## config.mk

```make
export PLATFORM = sky130hd
export DESIGN_NAME = supply_fail_sequencer
export DESIGN_NICKNAME = d
export VERILOG_FILES = /design/src/supply_fail_pkg.sv /design/src/level_sync.sv /design/src/supply_fail_sequencer.sv
export VERILOG_INCLUDE_DIRS = /design/src
export SDC_FILE = /design/constraint.sdc
export NUM_CORES = 1
export LEC_CHECK = 0
export BUFFER_PORTS_ARGS = -buffer_cell sky130_fd_sc_hd__buf_4
export CORE_UTILIZATION = 43
export DETAILED_ROUTE_END_ITERATION = 12
export PLACE_DENSITY = 0.74
export SLEW_MARGIN = 20
export SYNTH_ARGS = -nofsm -noshare
export SYNTH_HDL_FRONTEND = slang
export SYNTH_SLANG_ARGS = --single-unit
```

## constraint.sdc

```tcl
create_clock -name clock_i -period 1.4 [get_ports clock_i]
set_clock_uncertainty 0.05 [all_clocks]
set_input_delay 0.14 -clock clock_i [delete_from_list [all_inputs] [get_ports clock_i]]
set_output_delay 0.14 -clock clock_i [all_outputs]
set_load 0.03 [all_outputs]
```

## src/supply_fail_defs.svh

```systemverilog
`ifndef SUPPLY_FAIL_DEFS_SVH
`define SUPPLY_FAIL_DEFS_SVH

// interrupt entry for the early power-fail warning
`define WARN_VECTOR 8'h2B
// number of decoded byte-wide chip enables
`define CE_COUNT 2
// reset values of the pin-facing outputs
`define CE_IDLE 1'b1
`define WR_IDLE 1'b1
`define BACKUP_IDLE 1'b1
// synchroniser depth
`define SYNC_STAGES 2

`endif

```

## src/supply_fail_pkg.sv

```systemverilog
package supply_fail_pkg;
    typedef enum logic [1:0] {
        RUN,
        HOLD_RESET,
        BACKUP
    } power_state_type;
endpackage

```

## src/level_sync.sv

```systemverilog
`timescale 1ns/100ps
`default_nettype none
// two-flop synchroniser for asynchronous levels; first stage read only by second
module level_sync #(
    parameter int WIDTH = 1,
    parameter logic [WIDTH-1:0] INIT = '0
)
(
    input wire logic clock_i,
    input wire logic rst_n_i,
    input wire logic [WIDTH-1:0] async_i,
    output logic [WIDTH-1:0] sync_o
);
    logic [WIDTH-1:0] meta_q;

    // metastability guard stages
    always_ff @(posedge clock_i or negedge rst_n_i)
    begin
        if (!rst_n_i)
        begin
            meta_q <= INIT;
            sync_o <= INIT;
        end
        else
        begin
            meta_q <= async_i;
            sync_o <= meta_q;
        end
    end
endmodule
`default_nettype wire

```

## src/supply_fail_sequencer.sv

```systemverilog
// Functional notes
// - below warning level with warning enabled, vector processor to entry 2Bh
// - between warning and minimum level, processor keeps running normally
// - at minimum level, hold processor in reset until supply recovers
// - in low-supply reset, all chip enables and write strobe held at 1
// - in low-supply reset, drive supply reset pin to 0
// - below battery switch level, run from backup cell, backup flag low
// - supply reset pin is open-drain input too; external low forces reset
`include "supply_fail_defs.svh"
`timescale 1ns/100ps
`default_nettype none
module supply_fail_sequencer
    import supply_fail_pkg::*;
#(
    parameter int CE_COUNT = `CE_COUNT
)
(
    input wire logic clock_i,
    input wire logic rst_n_i,
    // comparator levels, high while supply is below that threshold
    input wire logic warning_threshold_i,
    input wire logic min_operating_threshold_i,
    input wire logic battery_switch_threshold_i,
    // core-side controls
    input wire logic warn_enable_i,
    input wire logic warn_ack_i,
    input wire logic [CE_COUNT-1:0] core_ce_n_i,
    input wire logic core_wr_n_i,
    // open-drain supply reset pin
    input wire logic supply_reset_io_n_i,
    output logic supply_reset_io_n_o,
    output logic supply_reset_io_n_oe_o,
    // core-side results, then pin-facing bus strobes, backup flag and power state
    output logic warn_irq_o,
    output logic [7:0] warn_vector_o,
    output logic core_reset_o,
    output logic [CE_COUNT-1:0] bus_ce_n_o,
    output logic bus_wr_n_o,
    output logic backup_active_n_o,
    output supply_fail_pkg::power_state_type state_o
);
    import supply_fail_pkg::*;

    // retimed comparator and pin levels, then internal state
    logic warn_s;
    logic min_s;
    logic batt_s;
    logic ext_rst_n_s;
    logic warn_prev_q;
    logic warn_pend_q;
    logic in_reset;
    power_state_type state_q;
    power_state_type state_d;

    // comparators are analog, so retime before use
    level_sync #(
        .WIDTH(3),
        .INIT(3'h0)
    ) u_cmp_sync (
        .clock_i(clock_i),
        .rst_n_i(rst_n_i),
        .async_i({warning_threshold_i, min_operating_threshold_i, battery_switch_threshold_i}),
        .sync_o({warn_s, min_s, batt_s})
    );

    // the pin is wired-and with other parts, so it is asynchronous too
    level_sync #(
        .WIDTH(1),
        .INIT(1'h1)
    ) u_pin_sync (
        .clock_i(clock_i),
        .rst_n_i(rst_n_i),
        .async_i(supply_reset_io_n_i),
        .sync_o(ext_rst_n_s)
    );

    // either low band counts as low supply; shared by reset and pin drive
    function automatic logic supply_low(input logic below_min, input logic below_batt);
        return below_min || below_batt;
    endfunction

    // reset holds while supply is low or a neighbour pulls the pin
    assign in_reset = supply_low(min_s, batt_s) || !ext_rst_n_s;

    // next power state; battery level is lowest so it is checked first
    // every low band holds reset, so the core stays quiet on the way down
    always_comb
    begin
        state_d = RUN;
        if (batt_s)
        begin
            state_d = BACKUP;
        end
        else if (in_reset)
        begin
            state_d = HOLD_RESET;
        end
    end

    // state output taken straight from the power state flop
    assign state_o = state_q;

    // power state register
    always_ff @(posedge clock_i or negedge rst_n_i)
    begin
        if (!rst_n_i)
        begin
            state_q <= RUN;
        end
        else
        begin
            state_q <= state_d;
        end
    end

    // warning edge memory
    // reset level matches the comparator idle level, so no false edge
    always_ff @(posedge clock_i or negedge rst_n_i)
    begin
        if (!rst_n_i)
        begin
            warn_prev_q <= 1'b0;
        end
        else
        begin
            warn_prev_q <= warn_s;
        end
    end

    // pending warning: new falling-supply edge wins over acknowledge
    // an ack landing with a fresh edge must not lose that fresh request
    always_ff @(posedge clock_i or negedge rst_n_i)
    begin
        if (!rst_n_i)
        begin
            warn_pend_q <= 1'b0;
        end
        else if (in_reset)
        begin
            warn_pend_q <= 1'b0; // reset state discards any pending request
        end
        else if (warn_s && !warn_prev_q && warn_enable_i)
        begin
            warn_pend_q <= 1'b1;
        end
        else if (warn_ack_i)
        begin
            warn_pend_q <= 1'b0;
        end
    end

    // registered core outputs; execution never halts in the warning band
    always_ff @(posedge clock_i or negedge rst_n_i)
    begin
        if (!rst_n_i)
        begin
            warn_irq_o <= 1'b0;
            warn_vector_o <= `WARN_VECTOR;
            core_reset_o <= 1'b0;
        end
        else
        begin
            warn_irq_o <= warn_pend_q && !in_reset;
            warn_vector_o <= `WARN_VECTOR;
            core_reset_o <= in_reset;
        end
    end

    // bus strobes parked inactive while in reset, else pass through
    // parking costs the core strobes one cycle of latency
    always_ff @(posedge clock_i or negedge rst_n_i)
    begin
        if (!rst_n_i)
        begin
            bus_ce_n_o <= {CE_COUNT{`CE_IDLE}};
            bus_wr_n_o <= `WR_IDLE;
        end
        else if (in_reset)
        begin
            bus_ce_n_o <= {CE_COUNT{`CE_IDLE}};
            bus_wr_n_o <= `WR_IDLE;
        end
        else
        begin
            bus_ce_n_o <= core_ce_n_i;
            bus_wr_n_o <= core_wr_n_i;
        end
    end

    // open-drain: only low supply drives the pin, never an external pull
    // so two parts cannot latch each other in reset forever
    always_ff @(posedge clock_i or negedge rst_n_i)
    begin
        if (!rst_n_i)
        begin
            supply_reset_io_n_o <= 1'b0;
            supply_reset_io_n_oe_o <= 1'b0;
        end
        else
        begin
            supply_reset_io_n_o <= 1'b0;
            supply_reset_io_n_oe_o <= supply_low(min_s, batt_s);
        end
    end

    // backup indication, low while on the backup cell
    // registered so the flag cannot glitch while the cell takes over
    always_ff @(posedge clock_i or negedge rst_n_i)
    begin
        if (!rst_n_i)
        begin
            backup_active_n_o <= `BACKUP_IDLE;
        end
        else
        begin
            backup_active_n_o <= !batt_s;
        end
    end
endmodule
`default_nettype wire

```

### Word-level counts from Yosys, hierarchy flattened

Index checks and enable logic that the tools add are counted.

| storage, ports and cells | value |
|---|---|
| bits in registers | 19 |
| input port bits | 11 |
| output and inout bits | 18 |
| word-level logic and storage cells | 30 |

| operators by class | value |
|---|---|
| multiplexer cells | 7 |
| reduce and logical (&&, ||, !) cells | 10 |

Operators by type and width:

| cell | number |
|---|---|
| 1-bit two-way mux | 5 |
| 1-bit logical NOT | 4 |
| 2-bit two-way mux | 2 |
| 1-bit logical AND | 3 |
| 3-bit nonzero test | 1 |
| 1-bit logical OR | 2 |

### Depth between registers and ports, before layout

Gate-level depths: netlist of the first run.

| depth | value |
|---|---|
| word-level depth | 5 |
| mapped depth | 2 |
| mapped depth without buffers | 2 |

### By module

A second synthesis of the first run with hierarchy kept.

| second synthesis, totals | value |
|---|---|
| cell total of the unflattened synthesis | 42 |
| area, all modules | 640.6 um^2 |

Modules (own cells, without submodules):

| module | instances | cells each | area each (um^2) | seq. area each (um^2) |
|---|---|---|---|---|
| supply_fail_sequencer | 1 | 34 | 437.9 | 280.3 |
| level_sync at u_cmp_sync | 1 | 6 | 150.1 | 150.1 |
| level_sync at u_pin_sync | 1 | 2 | 52.6 | 52.6 |

### Least setup slack after synthesis of the first run

Ideal clock, no wire load.

| timing | value |
|---|---|
| path type | register -> register |
| start | reg u_pin_sync.sync_o |
| end | reg warn_pend_q |
| setup time | 0.078 ns |
| data arrival time | 0.911 ns |
| data required time | 1.272 ns |
| path slack | 0.361 ns |
| stages on the path, launching flop included | 3 |
| buffers on the path | 0 |
| clock period less this slack | 1.039 ns |
| path through | dfstp_2 > nor3b_4 > a21boi_1 |

| between the ends | value |
|---|---|
| cells in the longest elaborated chain, start to end | 3 |
| elaborated cells on any way between the ends | 4 |
| those cells by class | 1 x mux; 3 x reduce/logical |

RTL lines:

| item | line | RTL |
|---|---|---|
| start: declaration | level_sync.sv:12 | `output logic [WIDTH-1:0] sync_o` |
| start signal: assignment | level_sync.sv:27 | `sync_o <= meta_q;` |
| 1-bit logical NOT * | supply_fail_sequencer.sv:83 | `assign in_reset = supply_low(min_s, batt_s) \|\| !ext_rst_n_s;` |
| 1-bit logical OR * | supply_fail_sequencer.sv:83 |  |
| 3-bit nonzero test (no line) or 1-bit two-way mux (tied branches) | - |  |
| end signal: assignment | supply_fail_sequencer.sv:136 | `warn_pend_q <= 1'b0;` |
| end signal: assignment | supply_fail_sequencer.sv:140 | `warn_pend_q <= 1'b0;` |
| end signal: assignment | supply_fail_sequencer.sv:144 | `warn_pend_q <= 1'b1;` |
| end: declaration | supply_fail_sequencer.sv:50 | `logic warn_pend_q;` |

Every way passes the cells marked *; elsewhere a longest branch is shown, timed or not.
A chain may end at the register's enable or synchronous reset.

### Worst setup path in the final report of the first run

| timing | value |
|---|---|
| start | reg backup_active_n_o |
| end | out backup_active_n_o |

RTL lines:

| item | line | RTL |
|---|---|---|
| start: declaration | supply_fail_sequencer.sv:39 | `output logic backup_active_n_o,` |
| start signal: assignment | supply_fail_sequencer.sv:212 | `` backup_active_n_o <= `BACKUP_IDLE; `` |
| start signal: assignment | supply_fail_sequencer.sv:216 | `backup_active_n_o <= !batt_s;` |

No word-level cell between the ends.

==> run_results.csv, run 1 <==
group,metric,value,unit
outcome,outcome,"finished, final reports clean",
yosys,synth-compound-area-share,1.17,%
route,drt_drc_violations_left,0,
cells_and_area,syn_to_final_growth,35.9,%
route,via_per_inst,4.23,
timing,rsz0062_at_grt,"false",
route,ant_nets,0,
route,wl_met3,64,µm
timing,layout_min_cycle_time,1.18,ns
critical_path,cp_data_required_time,1.21,ns
critical_path,criticalPathCategory,"register to output pin",
cells_and_area,nets,83,
route,dr_total_vias,364,
clock_tree,cts_resized,0,
cells_and_area,final_area,871,µm²
grt,grt_start_max_net_pins,20,
route,wl,894,µm
yosys,synth_warnings,0,
timing,hold_viol,0,
timing,max_freq,0.850,GHz
yosys,synthMuxAreaShare,0,%
route,routedWlPerCell,10.4,µm
yosys,synth_cell_types,12,
critical_path,cp_top_family,"flip-flops",
grt,track_usage,13.5,%
placed_design,port_buffers,19,
power,swShare,25.3,%
critical_path,cp_slowest_cell,"dfstp_2",
route,drt_iter0_drc,5,
floorplan,rows,13,
power,cellLeakagePower,0.408,nW
timing,slew_violations,0,
yosys,synthXorXnorAreaFrac,0,%
floorplan,core,0.00135,mm²
floorplan,fp.dieW,40.6,µm
yosys,synth_top_family_by_area,"buffers and inverters",
power,p_comb_share,12.8,%
yosys,syn_inst,42,
power,power_density,1130,mW/mm²
clock_tree,cts_tree,"done",
grt,gr-total-overflow,0,
yosys,synth-seq-cells,19,
power,p_int,736,µW
power,p_clk_share,27.6,%
yosys,avgSynthCellArea,15.3,µm²
critical_path,cp_max_fo,1,
cells_and_area,final_layout_size_suffix_gt1_share,42.3,%
clock_tree,cts_htree_levels,1,
timing,tns,0,ns
job,max_cap_violations,0,
clock_tree,clk_latency,0.29,ns
critical_path,slowest_delay,0.54,ns
yosys,ys_seq_area_share,75.4,%
cells_and_area,antenna-diode-count,0,
cells_and_area,layout_common_cells,"buf_4, dfrtp_1, conb_1",
hold_path,min_path_type,"primary input to register",
floorplan,die_h,40.6,µm
clock_tree,root_buffer,"clkbuf_4",
clock_tree,cts_max_path_buffers,2,
grt,grt_antenna_before_repair,0,
floorplan,io_pins,29,
critical_path,arrival,0.99,ns
critical_path,cp_cell_sequence,"buf_4",
clock_tree,numCtsBuffers,3,
floorplan,start_util,47.5,%
power,p_seq_share,59.5,%
yosys,synth_fa_ha_area_share,0,%
placed_design,gp_congestion,0.555,
power,power,985,µW
floorplan,dieArea,0.00165,mm²
route,wl_met2,510,µm
clock_tree,path_clk_slew,0.11,ns
yosys,netlist_area,641,µm²
critical_path,critPathBufInv,1,
route,drt-pass1-iter-count,2,
grt,grt_pass1_wl,1.34,mm
critical_path,end_kind,"output pin",
cells_and_area,final_common_cell,"buf_4",
clock_tree,clock-sinks,19,
yosys,yosys.area_share.simple,10.5,%
route,m1WireLength,318,µm
critical_path,startpoint_type,"register",
placed_design,placed_area,761,µm²
timing,report.final.setup_viol,0,
route,highest_layer,"met3",
timing,fin_crit_sh,84.0,%
power,ir_worst_vdd,0.000828,V
power,p_switching,249,µW
grt,grt_pass1_vias,353,
state kept, by name (all words and copies together), names as in the netlist:
register	flops
u_cmp_sync.meta_q	3
u_cmp_sync.sync_o	3
bus_ce_n_o	2
state_o	2
backup_active_n_o	1
bus_wr_n_o	1
core_reset_o	1
supply_reset_io_n_oe_o	1
u_pin_sync.meta_q	1
u_pin_sync.sync_o	1
warn_irq_o	1
warn_pend_q	1
warn_prev_q	1
path summary, 6_finish.rpt:
check,slack [ns],cells after the start,end,startpoint
worst max-delay path,0.22,1,backup_active_n_o,backup_active_n_o
worst min-delay path,0.04,3,warn_pend_q,warn_ack_i
worst max register to register,0.26,2,warn_irq_o,u_pin_sync.sync_o
worst min register to register,0.30,0,u_pin_sync.sync_o,u_pin_sync.meta_q
max in group asynchronous,0.85,2,u_pin_sync.meta_q,rst_n_i
min in group asynchronous,0.19,2,core_reset_o,rst_n_i
power by group through the flow:
stage	sequential, mW	combinational, mW	clock [mW]
floorplan	0.616	0.0610	0
global placement	0.595	0.108	0
detailed placement	0.597	0.110	0
CTS	0.587	0.127	0.291
global route	0.590	0.137	0.316
finish	0.586	0.127	0.272
final cells by class:
| cell class | instances | area [µm²] |
|---|---|---|
| Timing Repair Buffer | 27 | 223 |
| Fill cell | 119 | 479 |
| Inverter | 2 | 7.51 |
| Clock buffer | 3 | 22.5 |
| Clock inverter | 1 | 7.51 |
| Sequential cell | 19 | 483 |
| Tap cell | 15 | 18.8 |
| Multi-Input combinational cell | 19 | 109 |
per-layer routing:
layer	track usage [%]	vias up
li1	-	166
met1	11.5	176
met2	27.0	22
met3	5.00	0
met4	5.00	0
met5	0	-
synthesized netlist by cell type:
library cell | instances | area, µm²
conb_1 | 2 | 7.51
buf_4 | 9 | 67.6
inv_1 | 2 | 7.51
nor3b_4 | 1 | 18.8
dfrtp_1 | 13 | 325
or2_1 | 1 | 6.26
nand3b_1 | 1 | 7.51
nor2_1 | 1 | 3.75
nand2b_1 | 4 | 25.0
a21boi_1 | 1 | 7.51
dfstp_2 | 6 | 158
and2_1 | 1 | 6.26
stage by stage:
stage	setup slack (ns)	util, %	cells	hold WS [ns]
after floorplan	0.361	-	49	-0.206
final	0.224	64.5	86	0.0436
after CTS	0.205	64.5	86	0.0408
after global routing	0.156	64.5	86	0.0310
after global placement	0.319	56.3	74	-0.0353
after detailed placement	0.279	56.3	74	-0.0312
what timing repair did:
action	4_1_cts	5_1_grt
hold buffers	8	0
hold endpoints to repair	26	0
buffers inserted	0	0
cell families (layout without fill, tap and decap cells):
kind of cell	count (synthesis)	after routing
flops	19	19
buf+inv	11	33
simple gates	9	9
other cells	2	9
compound gates	1	1
(Power assumes the default switching activity.)
==> run 2: changes to the inputs <==
==> constraint.sdc (replaced) <==
create_clock -name clock_i -period 1.1 [get_ports clock_i]
set_clock_uncertainty 0.05 [all_clocks]
set_input_delay 0.11 -clock clock_i [delete_from_list [all_inputs] [get_ports clock_i]]
set_output_delay 0.11 -clock clock_i [all_outputs]
set_load 0.03 [all_outputs]
==> run 2 against run 1 <==
The flow now finishes with violations (negative setup slack). Setup slack got worse by 0.23 ns. Wire length rose by 4.9%. Non-clock buffer count rose by 1. Utilization rose by 2.5 points. Count of clock-buffer cells in the layout rose by 1. Global-route usage rose by 1.6 points. Critical path type unchanged.
==> run_results.csv, run 2 (synthesized netlist as in run 1, its figures left out) <==
group,metric,value,unit
clock_tree,numCtsBuffers,3,
route,drt_drc_violations_left,0,
critical_path,criticalPathCategory,"register to output pin",
route,routedWlPerCell,10.8,µm
clock_tree,cts_tree,"done",
critical_path,cp_data_required_time,0.94,ns
cells_and_area,syn_to_final_growth,41.2,%
critical_path,critPathCapture,"bus_wr_n_o",
route,drt-pass1-iter-count,1,
grt,gr-total-overflow,0,
cells_and_area,layout_common_cells,"buf_4, dfrtp_1, conb_1",
floorplan,dieArea,0.00165,mm²
floorplan,start_util,47.5,%
timing,worst_slack,-0.00811,ns
cells_and_area,antenna-diode-count,0,
clock_tree,root_buffer,"clkbuf_4",
outcome,violations,"negative setup slack",
grt,grt_pass1_vias,384,
critical_path,cp_cell_sequence,"buf_6",
clock_tree,cts_htree_levels,1,
critical_path,cp_slowest_cell,"dfstp_2",
grt,grt_pass1_wl,1.50,mm
critical_path,r2r_start,"u_pin_sync.sync_o",
grt,grt_start_max_net_pins,20,
timing,fin_crit_sh,101,%
route,drt_iter0_drc,0,
floorplan,core,0.00135,mm²
critical_path,startpoint_type,"register",
route,dr_total_vias,360,
critical_path,r2r-end,"bus_ce_n_o[1]",
critical_path,end_kind,"output pin",
route,wl,938,µm
route,via_per_inst,4.14,
floorplan,rows,13,
clock_tree,clk_latency,0.28,ns
power,cellLeakagePower,0.428,nW
cells_and_area,final_layout_size_suffix_gt1_share,44.4,%
outcome,outcome,"finished, violations left",
critical_path,cp_top_family,"flip-flops",
route,ant_nets,0,
critical_path,slowest_delay,0.54,ns
clock_tree,cts_max_path_buffers,2,
timing,layout_min_cycle_time,1.11,ns
critical_path,cp.depth,1,
timing,max_freq,0.902,GHz
clock_tree,cts_setup_buffers,0,
floorplan,io_pins,29,
critical_path,crit_path_start,"bus_wr_n_o",
cells_and_area,final_common_cell,"buf_4",
critical_path,arrival,0.95,ns
timing,hold_viol,0,
timing,tns,-0.0215,ns
placed_design,port_buffers,19,
floorplan,die_h,40.6,µm
placed_design,post-dp-hpwl,657,µm
timing,rsz0062_at_grt,"true",
clock_tree,clock-sinks,19,
power,power,1.25,mW
cells_and_area,nets,84,
critical_path,cp_max_fo,1,
power,power_density,1380,mW/mm²
cells_and_area,top_regs,"u_cmp_sync.meta_q: 3 flops, u_cmp_sync.sync_o: 3 flops",
grt,track_usage,15.1,%
power,ir_worst_vdd,0.000853,V
critical_path,critPathBufInv,1,
grt,grt_antenna_before_repair,0,
placed_design,gp_congestion,0.616,
timing,report.final.setup_viol,4,
floorplan,fp.dieW,40.6,µm
critical_path,reg2reg_slack,0,ns
timing,slew_violations,0,
critical_path,r2r_cells,3,
clock_tree,path_clk_slew,0.09,ns
hold_path,min_path_type,"primary input to register",
job,max_cap_violations,0,
run 2: layer usage:
layer / vias to the layer above / wire length [µm] / GRT usage (%)
li1: 169 / - / -
met3: 2 / 62 / 3.33
met4: 0 / 6 / 10.0
met1: 167 / 337 / 13.9
met2: 22 / 532 / 28.6
met5: - / 0 / 0
run 2: cell type report:
class	count	area (µm²)
timing repair buffer	28	249
clock buffer	4	26.3
sequential	19	483
multi-input combinational	19	120
tap	15	18.8
fill	117	445
inverter	2	7.51
run 2: timing repair:
item / CTS / global route
resized for setup: 7 / 0
endpoints found under the hold margin: 26 / 0
hold buffers: 8 / 0
endpoints found under the setup margin: 7 / 9
run 2: where the power goes:
part | total [mW] | switching, mW | internal (mW)
sequential | 0.748 | 0.0135 | 0.734
combinational | 0.170 | 0.0981 | 0.0724
clock | 0.330 | 0.189 | 0.141
total | 1.25 | 0.301 | 0.947
run 2: through the flow:
step	worst slack, ns	instances	utilization, %	hold slack [ns]	instance area [µm²]
2_1_floorplan	0.0608	49	-	-0.236	667
3_3_place_gp	0.0531	75	56.9	-0.0644	768
3_5_place_dp	-0.00529	75	56.9	-0.0592	768
4_1_cts	-0.0271	87	67.0	0.0195	905
5_1_grt	-0.0649	87	67.0	0.0402	905
6_report	-0.00811	87	67.0	0.0399	905
run 2: worst min path at each step:
stage                    start           end  slack (ns)  cells past startpoint
finish              warn_ack_i   warn_pend_q        0.04                      3
floorplan              rst_n_i  core_reset_o       -0.24                      0
global placement       rst_n_i    state_o[0]       -0.06                      1
detailed placement     rst_n_i  core_reset_o       -0.06                      1
global route        warn_ack_i   warn_pend_q        0.04                      3
CTS                 warn_ack_i   warn_pend_q        0.02                      3
run 2: worst register-to-register path: stages (launching register included):
cell and delay (ns):
dfstp_2 0.53, nor3b_4 0.26, buf_6 0.15, nand2b_1 0.05
==> run 3: changes to the inputs <==
--- a/config.mk
+++ b/config.mk
@@ -6,10 +6,12 @@
 export SDC_FILE = /design/constraint.sdc
 export NUM_CORES = 1
 export LEC_CHECK = 0
+export ABC_AREA = 1
 export BUFFER_PORTS_ARGS = -buffer_cell sky130_fd_sc_hd__buf_4
-export CORE_UTILIZATION = 43
+export CORE_UTILIZATION = 46
+export CTS_BUF_LIST = sky130_fd_sc_hd__clkbuf_2
 export DETAILED_ROUTE_END_ITERATION = 12
-export PLACE_DENSITY = 0.74
+export PLACE_DENSITY = 0.79
 export SLEW_MARGIN = 20
 export SYNTH_ARGS = -nofsm -noshare
 export SYNTH_HDL_FRONTEND = slang
==> run 3 against run 2 <==
The flow still finishes with violations (negative setup slack). First-iteration DRC count unchanged. Non-clock buffer count is the same. Wire length shrank 10%. Largest cell class unchanged. Highest routed layer unchanged.
==> run_results.csv, run 3 <==
group,metric,value,unit
critical_path,cp_cell_sequence,"buf_6",
clock_tree,cts_max_path_buffers,2,
critical_path,arrival,0.96,ns
floorplan,core,0.00130,mm²
route,routedWlPerCell,9.37,µm
route,via_per_inst,3.99,
yosys,synth_edf_count,0,
clock_tree,root_buffer,"clkbuf_2",
yosys,yosysTopAreaCell,"dfrtp_1",
cells_and_area,fin_cells,90,
placed_design,post-dp-hpwl,580,µm
critical_path,criticalPathCategory,"register to output pin",
critical_path,cp_slowest_cell,"dfstp_2",
yosys,synthMuxAreaShare,0,%
yosys,synth_warnings,0,
timing,tns,-0.0362,ns
timing,worst_slack,-0.0175,ns
floorplan,start_util,49.1,%
placed_design,preCtsSetupSlack,0.116,ns
route,m1WireLength,302,µm
yosys,synth-compound-area-share,1.57,%
timing,hold_viol,0,
floorplan,fp.dieW,39.3,µm
grt,grt_antenna_before_repair,0,
critical_path,cp_max_fo,1,
route,drt_iter0_drc,0,
grt,track_usage,11.9,%
outcome,violations,"negative setup slack",
clock_tree,clock-sinks,19,
critical_path,slowest_delay,0.56,ns
route,wl_met2,459,µm
clock_tree,path_clk_slew,0.16,ns
timing,slew_violations,0,
cells_and_area,utilization,68.0,%
placed_design,port_buffers,19,
grt,grt_pass1_vias,299,
clock_tree,cts_setup_buffers,0,
timing,max_freq,0.895,GHz
route,highest_layer,"met4",
power,power_density,1350,mW/mm²
clock_tree,clk_latency,0.28,ns
cells_and_area,layout_common_cells,"buf_4, dfrtp_1, conb_1, dlygate4sd3_1, dfstp_2",
yosys,ys_seq_area_share,75.5,%
timing,report.final.setup_viol,4,
timing,layout_min_cycle_time,1.12,ns
power,cellLeakagePower,0.427,nW
route,dr_total_vias,359,
floorplan,die_h,39.3,µm
yosys,synth_fa_ha_area_share,0,%
power,ir_worst_vdd,0.000827,V
clock_tree,cts_htree_levels,1,
yosys,synth.most_common_cell,"dfrtp_1",
yosys,synthXorXnorAreaFrac,0,%
critical_path,critPathBufInv,1,
critical_path,startpoint_type,"register",
yosys,synth_commonest_cells,"dfrtp_1, buf_4, dfstp_2, inv_1, or2_1",
placed_design,placed_area,759,µm²
hold_path,min_path_type,"primary input to register",
clock_tree,cts_tree,"done",
timing,rsz0062_at_grt,"true",
yosys,synth_top_family_by_area,"buffers and inverters",
cells_and_area,syn_to_final_growth,38.4,%
floorplan,rows,13,
yosys,synth_cell_types,12,
cells_and_area,final_common_cell,"buf_4",
grt,grt_start_max_net_pins,20,
critical_path,cp_top_family,"flip-flops",
route,drt_drc_violations_left,0,
route,wl_met3,74,µm
yosys,synth-seq-cells,19,
route,drt-pass1-iter-count,1,
floorplan,dieArea,0.00154,mm²
yosys,syn_inst,45,
route,wl,843,µm
floorplan,io_pins,29,
yosys,synth_top_cell_area_share,50.9,%
route,ant_nets,0,
cells_and_area,final_area,885,µm²
yosys,netlist_area,639,µm²
placed_design,gp_congestion,0.607,
critical_path,cp_data_required_time,0.94,ns
cells_and_area,top_regs,"u_cmp_sync.meta_q: 3 flops, u_cmp_sync.sync_o: 3 flops",
timing,fin_crit_sh,102,%
yosys,ys_top_cells_by_area,"dfrtp_1, dfstp_2, buf_4",
yosys,async_flop_share,100,%
grt,gr-total-overflow,0,
critical_path,end_kind,"output pin",
grt,grt_pass1_wl,1.11,mm
cells_and_area,antenna-diode-count,0,
cells_and_area,nets,87,
yosys,synth-main-ff-cell,"dfrtp_1",
outcome,outcome,"finished, violations left",
yosys,avgSynthCellArea,14.2,µm²
job,max_cap_violations,0,
placed_design,dp_cells,77,
yosys,yosys.area_share.simple,8.22,%
cells_and_area,final_layout_size_suffix_gt1_share,42.7,%
clock_tree,numCtsBuffers,3,
==> run 3: power by group <==
group	switching, mW	internal (mW)	leakage, nW
logic	0.101	0.0674	0.194
clock network	0.182	0.0964	0.0166
registers	0.0115	0.735	0.216
==> run 3: repair_timing <==
item                                    CTS  global route
endpoints found under the setup margin    4             4
resized for setup                         4             0
endpoints found under the hold margin    27             0
hold buffers                              9             0
==> run 3: path summary, 6_finish.rpt <==
| path | start | end | depth (start not counted) | slack (ns) |
|---|---|---|---|---|
| max in group asynchronous | rst_n_i | backup_active_n_o | 2 | 0.59 |
| worst max-delay path | bus_ce_n_o[0] | bus_ce_n_o[0] | 1 | -0.02 |
| worst max register to register | u_pin_sync.sync_o | bus_ce_n_o[1] | 2 | 0.09 |
| worst min-delay path | warn_enable_i | warn_pend_q | 3 | 0.02 |
| min in group asynchronous | rst_n_i | warn_prev_q | 2 | 0.15 |
| worst min register to register | u_cmp_sync.meta_q[0] | u_cmp_sync.sync_o[0] | 0 | 0.32 |
==> run 3: cell families after synthesis <==
kind of cell | count (synthesis)
AOI/OAI and AO/OA | 2
DFF | 19
other | 2
buffers and inverters | 14
and+or+nand+nor | 8
==> run 3: cell type report <==
class	instances	area, µm²
repair buffers	28	248
flip-flops and latches	19	483
multi-input cells	19	96.3
clock buffers	4	20.0
well taps	15	18.8
fillers	110	417
inverters	5	18.8
==> run 3: worst min-delay path, cell delays in order <==
cell,delay [ns]
buf_4,0.11
nand3_1,0.07
a21oi_1,0.05
==> run 3: layer usage <==
| layer | track usage (%) | vias to the layer above |
|---|---|---|
| met4 | 7.76 | 0 |
| met5 | 0 | - |
| li1 | - | 174 |
| met3 | 3.41 | 2 |
| met1 | 10.2 | 163 |
| met2 | 22.9 | 20 |
==> run 3: stage by stage <==
stage,total power [mW],hold WS (ns)
after floorplan,0.862,-0.236
after global placement,0.895,-0.0669
after detailed placement,0.899,-0.0628
after CTS,1.21,0.00403
after global routing,1.24,0.00604
final,1.19,0.0238
